--- src/rtl/sacc_pkg.sv ---
package sacc_pkg;
  // Result width
  localparam int unsigned RESULT_W       = 8;
  // Clock rate
  localparam int unsigned CLK_MHZ        = 100;
  // Typical conversion time in ns, split evenly across the bit trials
  localparam int unsigned CONV_TIME_NS   = 25000;
  localparam int unsigned TRIAL_CYCLES   = (CONV_TIME_NS * CLK_MHZ / 1000) / RESULT_W;
  // Longest delay from valid low to data active, ns (rounded down)
  localparam int unsigned DATA_DELAY_NS  = 500;
  localparam int unsigned DATA_CYCLES    = DATA_DELAY_NS * CLK_MHZ / 1000;
  // Delay from control rise to blanking, ns
  localparam int unsigned BLANK_DELAY_NS = 1500;
  localparam int unsigned BLANK_CYCLES   = BLANK_DELAY_NS * CLK_MHZ / 1000;
  // Least high pulse that clears the converter, ns (rounded up)
  localparam int unsigned MIN_HIGH_NS    = 2000;
  localparam int unsigned MIN_HIGH_CYCLES = (MIN_HIGH_NS * CLK_MHZ + 999) / 1000;
  // Counter width
  localparam int unsigned CNT_W          = 12;
  // Reset and start values
  localparam logic [7:0]  RESULT_RST     = 8'h00;
  localparam logic [7:0]  MSB_MASK       = 8'h80;

  typedef enum logic [3:0] {
    SACC_STANDBY = 4'b0001,
    SACC_CONVERT = 4'b0010,
    SACC_HALTED  = 4'b0100,
    SACC_PRESENT = 4'b1000
  } sacc_state_t;
endpackage

--- src/rtl/sacc_convert_ctrl.sv ---
// Contract
// - Trial bits MSB to LSB, leaving an 8-bit result.
// - Keep trial bit when sum below input; clear it when above.
// - On finish drive valid flag low and enable result outputs.
// - Raising control line floats outputs and readies register for next conversion.
// - Standby with control high: outputs floating, valid flag high.
// - Falling control edge starts conversion; flag and data unchanged meanwhile.
// - Conversion about 25 us; data valid within 500 ns of flag falling.
// - About 1.5 us after control rises, flag high and outputs float.
// - A later falling edge after blanking starts a fresh conversion.
// - Raising control during conversion halts it.
// - Halt leaves flag and data; high pulse of 2 us restarts.
// - Control held low after completion keeps presenting the result.
// - Offset input tied low: unipolar; open: bipolar with offset.
// - Bipolar result is offset binary, 00 to 80 to ff.
// - Unipolar result is straight positive-true binary.
module sacc_convert_ctrl
  import sacc_pkg::*;
(
  input  wire logic                sys_clk,       // System clock, 100 MHz
  input  wire logic                rst,           // Synchronous reset, high
  input  wire logic                blank_convert, // High blanks, falling edge converts
  input  wire logic                offset_open,   // High selects bipolar range
  input  wire logic                comp_below,    // Weighted sum below input
  output logic      [RESULT_W-1:0] dac_code,      // Trial code to the DAC
  output logic                     offset_inject, // Inject bipolar offset current
  output logic                     result_valid_n, // Result valid, active low
  output logic      [RESULT_W-1:0] data_out,      // Result pin values
  output logic      [RESULT_W-1:0] data_oe        // Result pin enables, high drives
);
  sacc_state_t         state;
  sacc_state_t         next_state;
  logic [RESULT_W-1:0] sar;
  logic [RESULT_W-1:0] next_sar;
  logic [RESULT_W-1:0] trial;
  logic [RESULT_W-1:0] next_trial;
  logic [CNT_W-1:0]    cnt;
  logic [CNT_W-1:0]    next_cnt;
  logic [CNT_W-1:0]    high_cnt;
  logic [CNT_W-1:0]    next_high_cnt;
  logic                bc_q;
  logic                valid_n;
  logic                next_valid_n;
  logic                offset_q;
  logic                next_offset_q;
  logic                load;
  logic                show;
  logic                fall;
  logic                next_bc_q;
  logic                slot_end;
  logic                blank_due;
  logic                long_high;
  logic [RESULT_W-1:0] decided;

  // Saturating increment used by both counters
  function automatic logic [CNT_W-1:0] sat_inc(input logic [CNT_W-1:0] v);
    sat_inc = (&v) ? v : v + CNT_W'(1);
  endfunction

  // Trial decision: keep the bit only when the sum was below the input
  function automatic logic [RESULT_W-1:0] decide_bit(
    input logic [RESULT_W-1:0] code,
    input logic [RESULT_W-1:0] bit_mask,
    input logic                below
  );
    decide_bit = below ? code : (code & ~bit_mask);
  endfunction

  assign fall = bc_q & ~blank_convert;

  // Slot and delay decodes shared by the sequencer
  assign slot_end  = (cnt == CNT_W'(TRIAL_CYCLES - 1));
  assign blank_due = !valid_n && (cnt >= CNT_W'(BLANK_CYCLES - 1));
  assign long_high = (high_cnt >= CNT_W'(MIN_HIGH_CYCLES));
  assign decided   = decide_bit(sar, trial, comp_below);

  // Control line sample; reset value matches the idle high level
  always_comb begin
    next_bc_q = blank_convert;
  end

  // Register the control line sample
  always_ff @(posedge sys_clk) begin
    if (rst) begin
      bc_q <= 1'b1;
    end else begin
      bc_q <= next_bc_q;
    end
  end

  // Length of the current high level, for resume or restart
  always_comb begin
    next_high_cnt = blank_convert ? sat_inc(high_cnt) : '0;
  end

  // Register the high-level length
  always_ff @(posedge sys_clk) begin
    if (rst) begin
      high_cnt <= '0;
    end else begin
      high_cnt <= next_high_cnt;
    end
  end

  // Sequencer next state
  always_comb begin
    next_state    = state;
    next_sar      = sar;
    next_trial    = trial;
    next_cnt      = sat_inc(cnt);
    next_valid_n  = valid_n;
    next_offset_q = offset_q;
    load          = 1'b0;
    case (state)
      SACC_STANDBY: begin
        next_cnt = '0;
        // Flag rises and pins float a fixed time after the control rise
        if (blank_due) begin
          next_valid_n = 1'b1;
        end
        // An early falling edge still starts; the host keeps the blanking time
        if (fall) begin
          next_state    = SACC_CONVERT;
          next_sar      = MSB_MASK;
          next_trial    = MSB_MASK;
          next_offset_q = offset_open;
        end else if (!valid_n) begin
          // Count the blanking delay only while the flag is low
          next_cnt = sat_inc(cnt);
        end
      end
      SACC_CONVERT: begin
        // Halt wins over a slot end in the same cycle
        if (blank_convert) begin
          next_state = SACC_HALTED;
        end else if (slot_end) begin
          next_cnt = '0;
          // Decide current trial bit, then move to next lower
          next_sar = decided;
          if (trial[0]) begin
            // Last bit decided: present the result
            next_state   = SACC_PRESENT;
            next_valid_n = 1'b0;
            load         = 1'b1;
          end else begin
            next_trial = trial >> 1;
            next_sar   = decided | (trial >> 1);
          end
        end
      end
      SACC_HALTED: begin
        next_cnt = '0;
        // Flag and data untouched; a long enough pulse clears and restarts
        if (!blank_convert) begin
          // A short pulse resumes the interrupted slot from its start
          if (long_high) begin
            next_sar   = MSB_MASK;
            next_trial = MSB_MASK;
          end
          next_offset_q = offset_open;
          next_state    = SACC_CONVERT;
        end
      end
      SACC_PRESENT: begin
        // Result held until the control line rises
        if (blank_convert) begin
          next_state = SACC_STANDBY;
          // Count starts at one so the flag rises about 1.5 us after the pin
          next_cnt   = CNT_W'(1);
          next_sar   = RESULT_RST;
          next_trial = RESULT_RST;
        end else begin
          // No delay count while presenting
          next_cnt = '0;
        end
      end
      default: begin
        // Unused state code: back to standby, pins floated
        next_state   = SACC_STANDBY;
        next_valid_n = 1'b1;
      end
    endcase
  end

  // Sequencer registers
  always_ff @(posedge sys_clk) begin
    if (rst) begin
      state    <= SACC_STANDBY;
      sar      <= RESULT_RST;
      trial    <= RESULT_RST;
      cnt      <= '0;
      valid_n  <= 1'b1;
      offset_q <= 1'b0;
    end else begin
      state    <= next_state;
      sar      <= next_sar;
      trial    <= next_trial;
      cnt      <= next_cnt;
      valid_n  <= next_valid_n;
      offset_q <= next_offset_q;
    end
  end

  // Pins driven while the flag is low; data and enables change on the same edge as the flag
  assign show           = ~next_valid_n;

  // Trial code, mode switch and flag straight from registers
  assign dac_code       = sar;
  assign offset_inject  = offset_q;
  assign result_valid_n = valid_n;

  // Result store and three-state drivers
  sacc_result_reg u_result (
    .sys_clk   (sys_clk),
    .rst       (rst),
    .load      (load),
    .load_data (decided),
    .show      (show),
    .data_out  (data_out),
    .data_oe   (data_oe)
  );
endmodule

--- src/rtl/sacc_result_reg.sv ---
// Holds the finished result and drives the three-state data pins from a register
module sacc_result_reg
  import sacc_pkg::*;
(
  input  wire logic                sys_clk,  // System clock
  input  wire logic                rst,      // Synchronous reset
  input  wire logic                load,     // Capture new result
  input  wire logic [RESULT_W-1:0] load_data, // Result to capture
  input  wire logic                show,     // Enable pins
  output logic      [RESULT_W-1:0] data_out, // Result pin values
  output logic      [RESULT_W-1:0] data_oe   // Result pin enables
);
  logic [RESULT_W-1:0] store;
  logic [RESULT_W-1:0] next_store;
  logic                next_oe;

  // Next values for the stored word and enables
  always_comb begin
    next_store = load ? load_data : store;
    next_oe    = show;
  end

  // Register the result and pin enables
  always_ff @(posedge sys_clk) begin
    if (rst) begin
      store   <= RESULT_RST;
      data_oe <= '0;
    end else begin
      store   <= next_store;
      data_oe <= {RESULT_W{next_oe}};
    end
  end

  assign data_out = store;
endmodule

--- config.mk ---
export PLATFORM = sky130hd
export DESIGN_NAME = sacc_convert_ctrl
export DESIGN_NICKNAME = d
export VERILOG_FILES = /design/src/rtl/sacc_pkg.sv /design/src/rtl/sacc_convert_ctrl.sv /design/src/rtl/sacc_result_reg.sv
export SDC_FILE = /design/constraint.sdc
export NUM_CORES = 1
export LEC_CHECK = 0
export ABC_CLOCK_PERIOD_IN_PS = 6100
export BUFFER_PORTS_ARGS = -buffer_cell sky130_fd_sc_hd__buf_2
export CORE_UTILIZATION = 40
export CTS_CLUSTER_SIZE = 20
export DETAILED_ROUTE_END_ITERATION = 8
export PLACE_DENSITY = 0.58
export SYNTH_ARGS = -nofsm -noshare
export SYNTH_HDL_FRONTEND = slang
export SYNTH_SLANG_ARGS = --single-unit
--- constraint.sdc ---
create_clock -name sys_clk -period 6.1 [get_ports sys_clk]
set_input_delay 1.22 -clock sys_clk [delete_from_list [all_inputs] [get_ports sys_clk]]
set_output_delay 1.22 -clock sys_clk [all_outputs]
set_load 0.05 [all_outputs]
==> impl_metrics.env, run 1 <==
export IMPL_r2r_start="cnt[0]"
export IMPL_maxSlewViolCount=0
export IMPL_wire_per_inst_um=13.8
export IMPL_antennaDiodeCount=0
export IMPL_endpoint_kind="flip-flop"
export IMPL_yosys_area_top_type="dfxtp_1"
export IMPL_clk_pin_slew_ns=0.10
export IMPL_core_area_mm2=0.00691
export IMPL_ant_nets=0
export IMPL_crit_buf_inv=1
export IMPL_io_pins=31
export IMPL_setup_violations=0
export IMPL_min_to="u_result.data_out[6]"
export IMPL_startpoint_type="input pin"
export IMPL_rows=30
export IMPL_synth_seq_cells=56
export IMPL_drt_initial_drc_count=125
export IMPL_grt_pass1_wl_um=10000
export IMPL_postCtsHoldBufs=0
export IMPL_path_cells="buf_2 > nor4_4 > nor2_4 > o21bai_1 > o22ai_1"
export IMPL_first_pass_iters=4
export IMPL_timing_final_crit_share_pct=43.3
export IMPL_finalSetupTns_ns=0
export IMPL_synthesis_nets=338
export IMPL_synth_edf_count=0
export IMPL_initial_core_util_pct=41.9
export IMPL_grt_pass1_vias=1997
export IMPL_hold_viol=0
export IMPL_r2r_cells=6
export IMPL_tightest_slew_ns=1.13
export IMPL_peakVddDrop_mv=0.113
export IMPL_leakagePower_nw=1.10
export IMPL_yosysWarnings=0
export IMPL_dp_hpwl_um=4280
export IMPL_antenna_found_initial=0
export IMPL_ctsRootBufferMaster="clkbuf_8"
export IMPL_crit_path_max_incr_delay_ns=0.76
export IMPL_cts_max_level=2
export IMPL_cts_buffers=5
export IMPL_cts_setup_buffers=0
export IMPL_finalCoreUtilization_pct=45.1
export IMPL_drive_above_1_share_pct=15.7
export IMPL_drc_errors=0
export IMPL_synthArstFlopShare_pct=0
export IMPL_dieArea_mm2=0.00757
export IMPL_io_buffers=30
export IMPL_grt_total_usage_pct=17.3
export IMPL_slew_headroom_pct=24.3
export IMPL_gr_total_overflow=0
export IMPL_cp_slowest_cell="o21bai_1"
export IMPL_required_ns=6.27
export IMPL_regToRegSetupSlack_ns=3.48
export IMPL_ys_types=63
export IMPL_syn_avg_cell_area_um2=8.82
export IMPL_skew_ns=0.0102
export IMPL_vias_per_cell=5.37
export IMPL_cts_max_path_buffers=2
export IMPL_synth_top_area_share_pct=38.8
export IMPL_holdCritPathClass="reg -> reg"
export IMPL_critPathKind="in -> reg"
export IMPL_cp_arrival_ns=2.81
export IMPL_area_growth_pct=7.75
export IMPL_synth_seq_area_share_pct=38.8
export IMPL_dominantRegCellSynth="dfxtp_1"
export IMPL_die_w_um=87.0
export IMPL_routed_wl_um=6080
export IMPL_cap_violations=0
export IMPL_r2r_end="cnt[0]"
export IMPL_gp_congestion=0.847
export IMPL_vias=2361
export IMPL_grt_max_degree=31
export IMPL_ys_top_cells_by_area="dfxtp_1 (39%), xnor2_1 (3.3%), a21oi_1 (3.3%)"
export IMPL_power_density_mw_per_mm2=268
export IMPL_worstSkewPairLatency_ns=0.32
export IMPL_ctsResizeCount=0
export IMPL_syn_inst=328
export IMPL_fin_nets=353
export IMPL_crit_path_max_fanout=12
export IMPL_hp_start="u_result.data_out[6]"
export IMPL_dieHeight_um=87.0
export IMPL_clkSinkCount=56
export IMPL_fin_crit_ns=2.64
export IMPL_crit_family="compound AO/OA/AOI/OAI gates"
export IMPL_status="finished clean"
export IMPL_rsz0062_at_grt="false"
export IMPL_hold_depth=2
export IMPL_max_freq_ghz=0.379
export IMPL_synth_cell_area_mm2=0.00289
export IMPL_cts_tree="yes"
## power by group
part	total [mW]	switching, mW	internal [mW]
clock	0.264	0.119	0.145
combinational	0.166	0.109	0.0572
sequential	0.405	0.0245	0.381
## layout by cell type, fill, tap and decap left out, types with 6 or more instances in the layout
| master | synthesis | layout |
|---|---|---|
| nand2b_1 | 11 | 11 |
| dfxtp_1 | 56 | 56 |
| o21ai_0 | 12 | 12 |
| nor2b_1 | 7 | 7 |
| a211oi_1 | 9 | 9 |
| buf_2 | 3 | 30 |
| inv_1 | 11 | 11 |
| clkbuf_8 | 3 | 7 |
| nand4_1 | 9 | 9 |
| xnor2_1 | 11 | 11 |
| nor3_1 | 11 | 11 |
| o21ai_1 | 6 | 6 |
| nand2_1 | 23 | 23 |
| xor2_1 | 6 | 6 |
| nand3_1 | 18 | 18 |
| a21oi_1 | 19 | 19 |
| a22o_1 | 7 | 7 |
| nor2_1 | 24 | 24 |
## worst register-to-register path, delay by kind of cell, from the launching register on
kind / cells / cell delay (ns)
AO/OA/AOI/OAI: 2 / 0.89
flip-flops: 1 / 0.44
adder cells (fa/ha/maj): 1 / 0.31
AND/OR/NAND/NOR: 3 / 0.82
## per-layer routing
| layer | vias up | global-route usage (%) | share of wire, % |
|---|---|---|---|
| li1 | 1202 | - | - |
| met1 | 1098 | 25.9 | 53 |
| met2 | 54 | 23.6 | 41 |
| met3 | 7 | 3.41 | 4.6 |
| met4 | 0 | 7.73 | 1.6 |
| met5 | - | 0 | 0 |
## synthesized netlist by cell type, types with 3 or more instances
master and count:
dfxtp_1 56, xnor2_1 11, o21ai_1 6, ha_1 5, inv_1 11, buf_2 3
clkbuf_1 4, nor3_1 11, and3_1 5, nor4_1 3, clkbuf_8 3, nand2_1 23
o21a_1 3, buf_4 9, mux2i_1 3, or2b_1 4, o21ai_0 12, nand3_1 18
a21oi_1 19, xor2_1 6, a211oi_1 9, buf_6 3, nor2_1 24, nand2b_1 11
nand4_1 9, nor2b_1 7, a22o_1 7
## how the worst max path moves through the flow
stage                   from       end  slack, ns  depth (start not counted)
3_5_place_dp   blank_convert    cnt[0]       3.15                          5
2_1_floorplan  blank_convert  trial[1]       3.75                          4
5_1_grt               cnt[0]    cnt[0]       3.19                          6
6_report       blank_convert    cnt[0]       3.46                          5
3_3_place_gp   blank_convert    cnt[0]       3.21                          5
4_1_cts        blank_convert    cnt[0]       3.49                          5
## cells by family (layout without fill, tap and decap cells)
| family | count (synthesis) | count (layout) | share of synthesized area, % |
|---|---|---|---|
| simple gates | 137 | 137 | 27.6 |
| compound gates | 77 | 77 | 17.9 |
| flops | 56 | 56 | 38.8 |
| buf+inv | 33 | 49 | 7.40 |
| xor+xnor | 17 | 17 | 5.15 |
| fa+ha+maj | 5 | 5 | 2.16 |
| mux | 3 | 3 | 1.04 |
## cell type report
class,count,area [µm²]
fill,725,3790
clock inverter,1,30.0
timing repair buffer,30,150
clock buffer,7,96.3
sequential,56,1120
inverter,11,41.3
multi-input combinational,239,1560
tap,96,120
## metrics by stage
stage                     std cells  hold slack (ns)  setup WS [ns]  instance area, µm²  total power [mW]
after floorplan                 328            0.451           3.75                2890             0.551
after global placement          432            0.438           3.21                2990             0.578
after detailed placement        432            0.445           3.15                2990             0.578
after CTS                       440            0.459           3.49                3120             0.842
after global routing            440            0.465           3.19                3120             0.876
final                           440            0.458           3.46                3120             0.835
## flip-flops by register name, summed over array words and instances, names as in the netlist
register,flops
u_result.data_oe,1
u_result.data_out,8
offset_inject,1
trial,8
dac_code,8
result_valid_n,1
state,4
cnt,12
high_cnt,12
bc_q,1
Power figures use the tool's default switching activity.
==> inputs of run 2 (changes only) <==
--- a/config.mk
+++ b/config.mk
@@ -5,7 +5,7 @@
 export SDC_FILE = /design/constraint.sdc
 export NUM_CORES = 1
 export LEC_CHECK = 0
-export ABC_CLOCK_PERIOD_IN_PS = 6100
+export ABC_CLOCK_PERIOD_IN_PS = 2700
 export BUFFER_PORTS_ARGS = -buffer_cell sky130_fd_sc_hd__buf_2
 export CORE_UTILIZATION = 40
 export CTS_CLUSTER_SIZE = 20
==> constraint.sdc (replaced) <==
create_clock -name sys_clk -period 2.7 [get_ports sys_clk]
set_input_delay 0.54 -clock sys_clk [delete_from_list [all_inputs] [get_ports sys_clk]]
set_output_delay 0.54 -clock sys_clk [all_outputs]
set_load 0.05 [all_outputs]
==> run 2 against run 1 <==
Effect of this change:
- total power rose by 120%
- die area unchanged
- highest routed layer unchanged
- cell count is 0.45% higher
- combinational power rose by 130%
- critical endpoint is now trial[1]
==> impl_metrics.env, run 2 (same netlist as run 1, synthesis figures left out) <==
export IMPL_first_pass_iters=5
export IMPL_whs_ns=0.451
export IMPL_max_freq_ghz=0.436
export IMPL_drt_initial_drc_count=185
export IMPL_cp_slowest_cell="or4_4"
export IMPL_clk_pin_slew_ns=0.11
export IMPL_crit_family="simple AND/OR/NAND/NOR gates"
export IMPL_postCtsHoldBufs=0
export IMPL_endpoint_kind="flip-flop"
export IMPL_maxSlewViolCount=0
export IMPL_peakVddDrop_mv=0.307
export IMPL_startpoint_type="flip-flop"
export IMPL_layout_setup_ws_ns=0.409
export IMPL_status="finished clean"
export IMPL_wire_per_inst_um=13.9
export IMPL_grt_pass1_wl_um=10300
export IMPL_gr_total_overflow=0
export IMPL_cts_max_path_buffers=2
export IMPL_antennaDiodeCount=0
export IMPL_cts_tree="yes"
export IMPL_place_ws_ns=0.424
export IMPL_internal_power_mw=1.30
export IMPL_hold_viol=0
export IMPL_required_ns=2.95
export IMPL_worstSkewPairLatency_ns=0.31
export IMPL_cts_buffers=5
export IMPL_drive_above_1_share_pct=16.2
export IMPL_regToRegSetupSlack_ns=0.41
export IMPL_io_pins=31
export IMPL_final_common_cell="dfxtp_1"
export IMPL_crit_path_max_fanout=12
export IMPL_clkSinkCount=56
export IMPL_swShare_pct=30.8
export IMPL_vias_per_cell=5.32
export IMPL_setup_violations=0
export IMPL_power_density_mw_per_mm2=601
export IMPL_leakagePower_nw=1.11
export IMPL_dp_hpwl_um=4340
export IMPL_pwr_share_comb_pct=20.4
export IMPL_die_w_um=87.0
export IMPL_dieHeight_um=87.0
export IMPL_finalSetupTns_ns=0
export IMPL_pwr_share_clk_pct=30.9
export IMPL_ctsRootBufferMaster="clkbuf_8"
export IMPL_vias=2351
export IMPL_crit_path_max_incr_delay_ns=0.62
export IMPL_top_regs="cnt x12, high_cnt x12"
export IMPL_gp_congestion=0.780
export IMPL_cap_violations=0
export IMPL_area_growth_pct=8.09
export IMPL_p_switching_mw=0.579
export IMPL_crit_buf_inv=0
export IMPL_grt_pass1_vias=2077
export IMPL_grt_total_usage_pct=17.1
export IMPL_antenna_found_initial=0
export IMPL_io_buffers=30
export IMPL_skew_ns=0.0129
export IMPL_initial_core_util_pct=41.9
export IMPL_cp_arrival_ns=2.54
export IMPL_holdCritPathClass="reg -> reg"
export IMPL_cts_max_level=2
export IMPL_path_cells="ha_1 > nand4_1 > or4_4 > nor4_4 > a22o_1"
export IMPL_dieArea_mm2=0.00757
export IMPL_routed_wl_um=6120
export IMPL_mostFrequentLayoutCells="dfxtp_1 (56), buf_2 (30), nor2_1 (24)"
export IMPL_timing_final_crit_share_pct=84.9
export IMPL_fin_nets=355
export IMPL_core_area_mm2=0.00691
export IMPL_fin_crit_ns=2.29
export IMPL_finalPower_mw=1.88
export IMPL_grt_max_degree=31
export IMPL_rsz0062_at_grt="false"
export IMPL_sequentialPowerShare_pct=48.7
export IMPL_slew_headroom_pct=40.7
export IMPL_drc_errors=0
export IMPL_ant_nets=0
export IMPL_ctsResizeCount=0
export IMPL_cts_setup_buffers=0
export IMPL_tightest_slew_ns=0.881
export IMPL_rows=30
export IMPL_critPathKind="reg -> reg"
[run 2: cell types whose count changed in the layout (fill, tap and decap cells not counted)]
cell and change:
clkinv_4 +1, clkbuf_8 -1, buf_4 +2
[run 2: routing by layer]
metal | up-vias | track usage (%) | routed length (µm)
met3 | 2 | 2.84 | 162
met2 | 40 | 25.8 | 2610
met5 | - | 0 | 0
met4 | 0 | 4.09 | 36
li1 | 1207 | - | -
met1 | 1102 | 25.3 | 3310
[run 2: area by class of cell]
type | count | area, µm²
clock inverter | 2 | 38.8
tap | 96 | 120
fill | 692 | 3780
timing repair buffer | 32 | 165
sequential | 56 | 1120
clock buffer | 6 | 82.6
multi-input combinational | 239 | 1560
inverter | 11 | 41.3
[run 2: final timing paths]
check,from,to,depth (start not counted)
setup / recovery,cnt[0],trial[1],5
hold reg to reg,u_result.data_out[2],u_result.data_out[2],2
setup reg to reg,cnt[0],trial[1],5
hold / removal,u_result.data_out[2],u_result.data_out[2],2
[run 2: through the flow]
step	std cells	instance area, µm²	utilization (%)
after floorplan	328	2890	-
after global placement	434	3000	43.5
after detailed placement	434	3000	43.5
after CTS	442	3130	45.3
after global routing	442	3130	45.3
final	442	3130	45.3
[run 2: power by group through the flow]
stage                     Sequential (mW)  Combinational, mW  Clock (mW)
final                               0.914              0.383       0.581
after global routing                0.924              0.419       0.633
after CTS                           0.913              0.384       0.599
after detailed placement            0.931              0.382           0
after global placement              0.931              0.381           0
after floorplan                     0.943              0.302           0
[run 2: worst reg2reg max path, cell delays in order, from the launching register on]
cell     delay (ns)
dfxtp_1        0.41
ha_1           0.27
nand4_1        0.22
or4_4          0.62
nor4_4         0.51
a22o_1         0.22
==> inputs of run 3 (changes only) <==
--- a/config.mk
+++ b/config.mk
@@ -5,12 +5,13 @@
 export SDC_FILE = /design/constraint.sdc
 export NUM_CORES = 1
 export LEC_CHECK = 0
-export ABC_CLOCK_PERIOD_IN_PS = 2700
+export ABC_AREA = 1
+export ABC_CLOCK_PERIOD_IN_PS = 1900
 export BUFFER_PORTS_ARGS = -buffer_cell sky130_fd_sc_hd__buf_2
 export CORE_UTILIZATION = 40
 export CTS_CLUSTER_SIZE = 20
 export DETAILED_ROUTE_END_ITERATION = 8
-export PLACE_DENSITY = 0.58
+export PLACE_DENSITY = 0.6
 export SYNTH_ARGS = -nofsm -noshare
 export SYNTH_HDL_FRONTEND = slang
 export SYNTH_SLANG_ARGS = --single-unit
==> constraint.sdc (replaced) <==
create_clock -name sys_clk -period 1.9 [get_ports sys_clk]
set_input_delay 0.38 -clock sys_clk [delete_from_list [all_inputs] [get_ports sys_clk]]
set_output_delay 0.38 -clock sys_clk [all_outputs]
set_load 0.05 [all_outputs]
==> run 3 against run 2 <==
Effect of this change:
- largest power group unchanged
- clock power is 19% higher
- critical path type unchanged
- first-iteration DRC count is 12% higher
- flip-flop and latch count stayed put
- worst setup slack worse by 0.23 ns
- synthesized cell count is 47% higher
- maximum frequency is 33% higher
- routed wire length is 18% higher
- die area is 5.9% higher
- largest cell class unchanged
- register-to-register slack worse by 0.23 ns
- final area is 11% higher
==> impl_metrics.env, run 3 <==
export IMPL_status="finished clean"
export IMPL_pwr_share_comb_pct=26.0
export IMPL_cts_tree="yes"
export IMPL_cts_buffers=5
export IMPL_synth_common_cells="nand2_1 (123), nor2_1 (96), inv_1 (57)"
export IMPL_rows=31
export IMPL_hp_start="offset_open"
export IMPL_antennaDiodeCount=0
export IMPL_path_cells="ha_1 > nand2_1 > inv_1 > nand2_1 > nor2_1 > nand3_2 > nand2_1 > o21ai_0 > nand3_1 > inv_1"
export IMPL_synthArstFlopShare_pct=0
export IMPL_dominantRegCellSynth="dfxtp_1"
export IMPL_rsz0062_at_grt="true"
export IMPL_io_pins=31
export IMPL_synthesis_nets=493
export IMPL_clkSinkCount=56
export IMPL_vias=2989
export IMPL_hold_depth=3
export IMPL_max_freq_ghz=0.580
export IMPL_maxSlewViolCount=0
export IMPL_finalPower_mw=2.70
export IMPL_min_to="offset_inject"
export IMPL_syn_avg_cell_area_um2=6.35
export IMPL_dieHeight_um=89.6
export IMPL_synth_cell_area_mm2=0.00307
export IMPL_yosysMostFrequentCell="nand2_1"
export IMPL_syn_inst=483
export IMPL_dieArea_mm2=0.00802
export IMPL_holdCritPathClass="in -> reg"
export IMPL_mostFrequentLayoutCells="nand2_1 (122), nor2_1 (94), inv_1 (57)"
export IMPL_fin_crit_ns=1.72
export IMPL_critPathKind="reg -> reg"
export IMPL_cts_max_level=2
export IMPL_finalSetupTns_ns=0
export IMPL_drc_errors=0
export IMPL_initial_core_util_pct=41.8
export IMPL_synth_top_area_share_pct=36.6
export IMPL_hold_viol=0
export IMPL_fin_nets=528
export IMPL_sequentialPowerShare_pct=48.4
export IMPL_gr_total_overflow=0
export IMPL_routed_wl_um=7200
export IMPL_die_w_um=89.6
export IMPL_cp_slowest_cell="dfxtp_1"
export IMPL_yosysWarnings=0
export IMPL_synth_seq_cells=56
export IMPL_p_switching_mw=0.968
export IMPL_leakagePower_nw=1.61
export IMPL_postPlaceCellArea_mm2=0.00332
export IMPL_ant_nets=0
export IMPL_postCtsHoldBufs=0
export IMPL_peakVddDrop_mv=0.506
export IMPL_vias_per_cell=4.84
export IMPL_ctsRootBufferMaster="clkbuf_8"
export IMPL_clk_pin_slew_ns=0.10
export IMPL_internal_power_mw=1.74
export IMPL_synth_seq_area_share_pct=36.6
export IMPL_cp_arrival_ns=1.95
export IMPL_wire_per_inst_um=11.6
export IMPL_skew_ns=0.0109
export IMPL_antenna_found_initial=0
export IMPL_tightest_slew_ns=0.561
export IMPL_io_buffers=30
export IMPL_final_common_cell="nand2_1"
export IMPL_ys_top_cells_by_area="dfxtp_1 (37%), nand2_1 (15%), nor2_1 (12%)"
export IMPL_yosys_area_top_type="dfxtp_1"
export IMPL_ys_types=29
export IMPL_grt_max_degree=19
export IMPL_regToRegSetupSlack_ns=0.18
export IMPL_drive_above_1_share_pct=14.8
export IMPL_grt_pass1_vias=2674
export IMPL_gp_congestion=0.857
export IMPL_r2r_start="high_cnt[1]"
export IMPL_r2r_cells=10
export IMPL_area_growth_pct=12.9
export IMPL_synth_edf_count=0
export IMPL_cts_max_path_buffers=2
export IMPL_required_ns=2.13
export IMPL_setup_violations=0
export IMPL_dp_hpwl_um=5380
export IMPL_top_regs="cnt x12, high_cnt x12"
export IMPL_grt_pass1_wl_um=11900
export IMPL_whs_ns=0.293
export IMPL_first_pass_iters=7
export IMPL_slew_headroom_pct=62.5
export IMPL_crit_top_cell="nand2_1"
export IMPL_r2r_end="high_cnt[5]"
export IMPL_crit_path_max_fanout=7
export IMPL_swShare_pct=35.8
export IMPL_pwr_share_clk_pct=25.7
export IMPL_timing_final_crit_share_pct=90.7
export IMPL_core_area_mm2=0.00733
export IMPL_power_density_mw_per_mm2=781
export IMPL_worstSkewPairLatency_ns=0.32
export IMPL_startpoint_type="flip-flop"
export IMPL_crit_path_max_incr_delay_ns=0.38
export IMPL_final_area_mm2=0.00346
export IMPL_drt_initial_drc_count=207
export IMPL_grt_total_usage_pct=19.2
export IMPL_endpoint_kind="flip-flop"
export IMPL_cap_violations=0
run 3: cell count changes after synthesis, moves of 9 or more:
cell,change
inv_1,+46
nand3_1,+15
nand2b_1,-11
nor2_1,+72
a211oi_1,-9
xnor2_1,-11
nand2_1,+100
run 3: final cells by class:
cell class / instances / area [µm²]
Timing Repair Buffer: 43 / 248
Multi-Input combinational cell: 350 / 1640
Inverter: 62 / 233
Fill cell: 753 / 3870
Tap cell: 99 / 124
Clock buffer: 7 / 86.3
Sequential cell: 56 / 1120
Clock inverter: 1 / 7.51
run 3: routing by layer:
layer  share of wire (%)  global-route usage (%)  vias up  routed length, µm
li1                    -                       -     1591                  -
met1                  53                    27.4     1324               3820
met2                  41                    29.5       68               2980
met3                 4.9                    3.42        6                351
met4                0.58                    5.19        0                 42
met5                   0                       0        -                  0
run 3: repair_timing:
| action | 4_1_cts | 5_1_grt |
|---|---|---|
| gates resized for setup | 0 | 6 |
| buffers inserted | 0 | 3 |
| setup endpoints to repair | 0 | 23 |
run 3: metrics by stage:
stage | cells | setup WS [ns] | util, %
floorplan | 483 | 0.373 | -
global placement | 607 | 0.111 | 45.3
detailed placement | 607 | 0.0686 | 45.3
CTS | 615 | 0.0476 | 46.6
global route | 618 | -0.00433 | 47.2
finish | 618 | 0.176 | 47.2
run 3: critical path: cells and delay by family, from the launching register on:
kind                     cells  cell delay (ns)
AND/OR/NAND/NOR              6             0.82
AO/OA/AOI/OAI                1             0.08
adder cells (fa/ha/maj)      1             0.21
flip-flops                   1             0.38
buffers and inverters        2             0.14
run 3: power by group through the flow:
stage	registers [mW]	clock network, mW	logic [mW]
global placement	1.33	0	0.684
finish	1.31	0.694	0.703
CTS	1.31	0.714	0.687
detailed placement	1.33	0	0.686
global route	1.32	0.758	0.782
floorplan	1.45	0	0.441
run 3: worst max path at each step:
| stage | to | depth (start not counted) | slack (ns) | start |
|---|---|---|---|---|
| floorplan | u_result.data_out[1] | 8 | 0.37 | cnt[0] |
| global placement | dac_code[6] | 9 | 0.11 | blank_convert |
| detailed placement | dac_code[5] | 9 | 0.07 | blank_convert |
| CTS | dac_code[7] | 9 | 0.05 | state[1] |
| global route | trial[1] | 9 | -0.004 | cnt[0] |
| finish | high_cnt[5] | 10 | 0.18 | high_cnt[1] |
run 3: logic make-up after synthesis:
family / count (synthesis) / synth area share (%)
compound gates: 49 / 8.24
xor+xnor: 2 / 0.571
fa+ha+maj: 5 / 2.04
buf+inv: 77 / 10.6
flops: 56 / 36.6
simple gates: 294 / 42.0
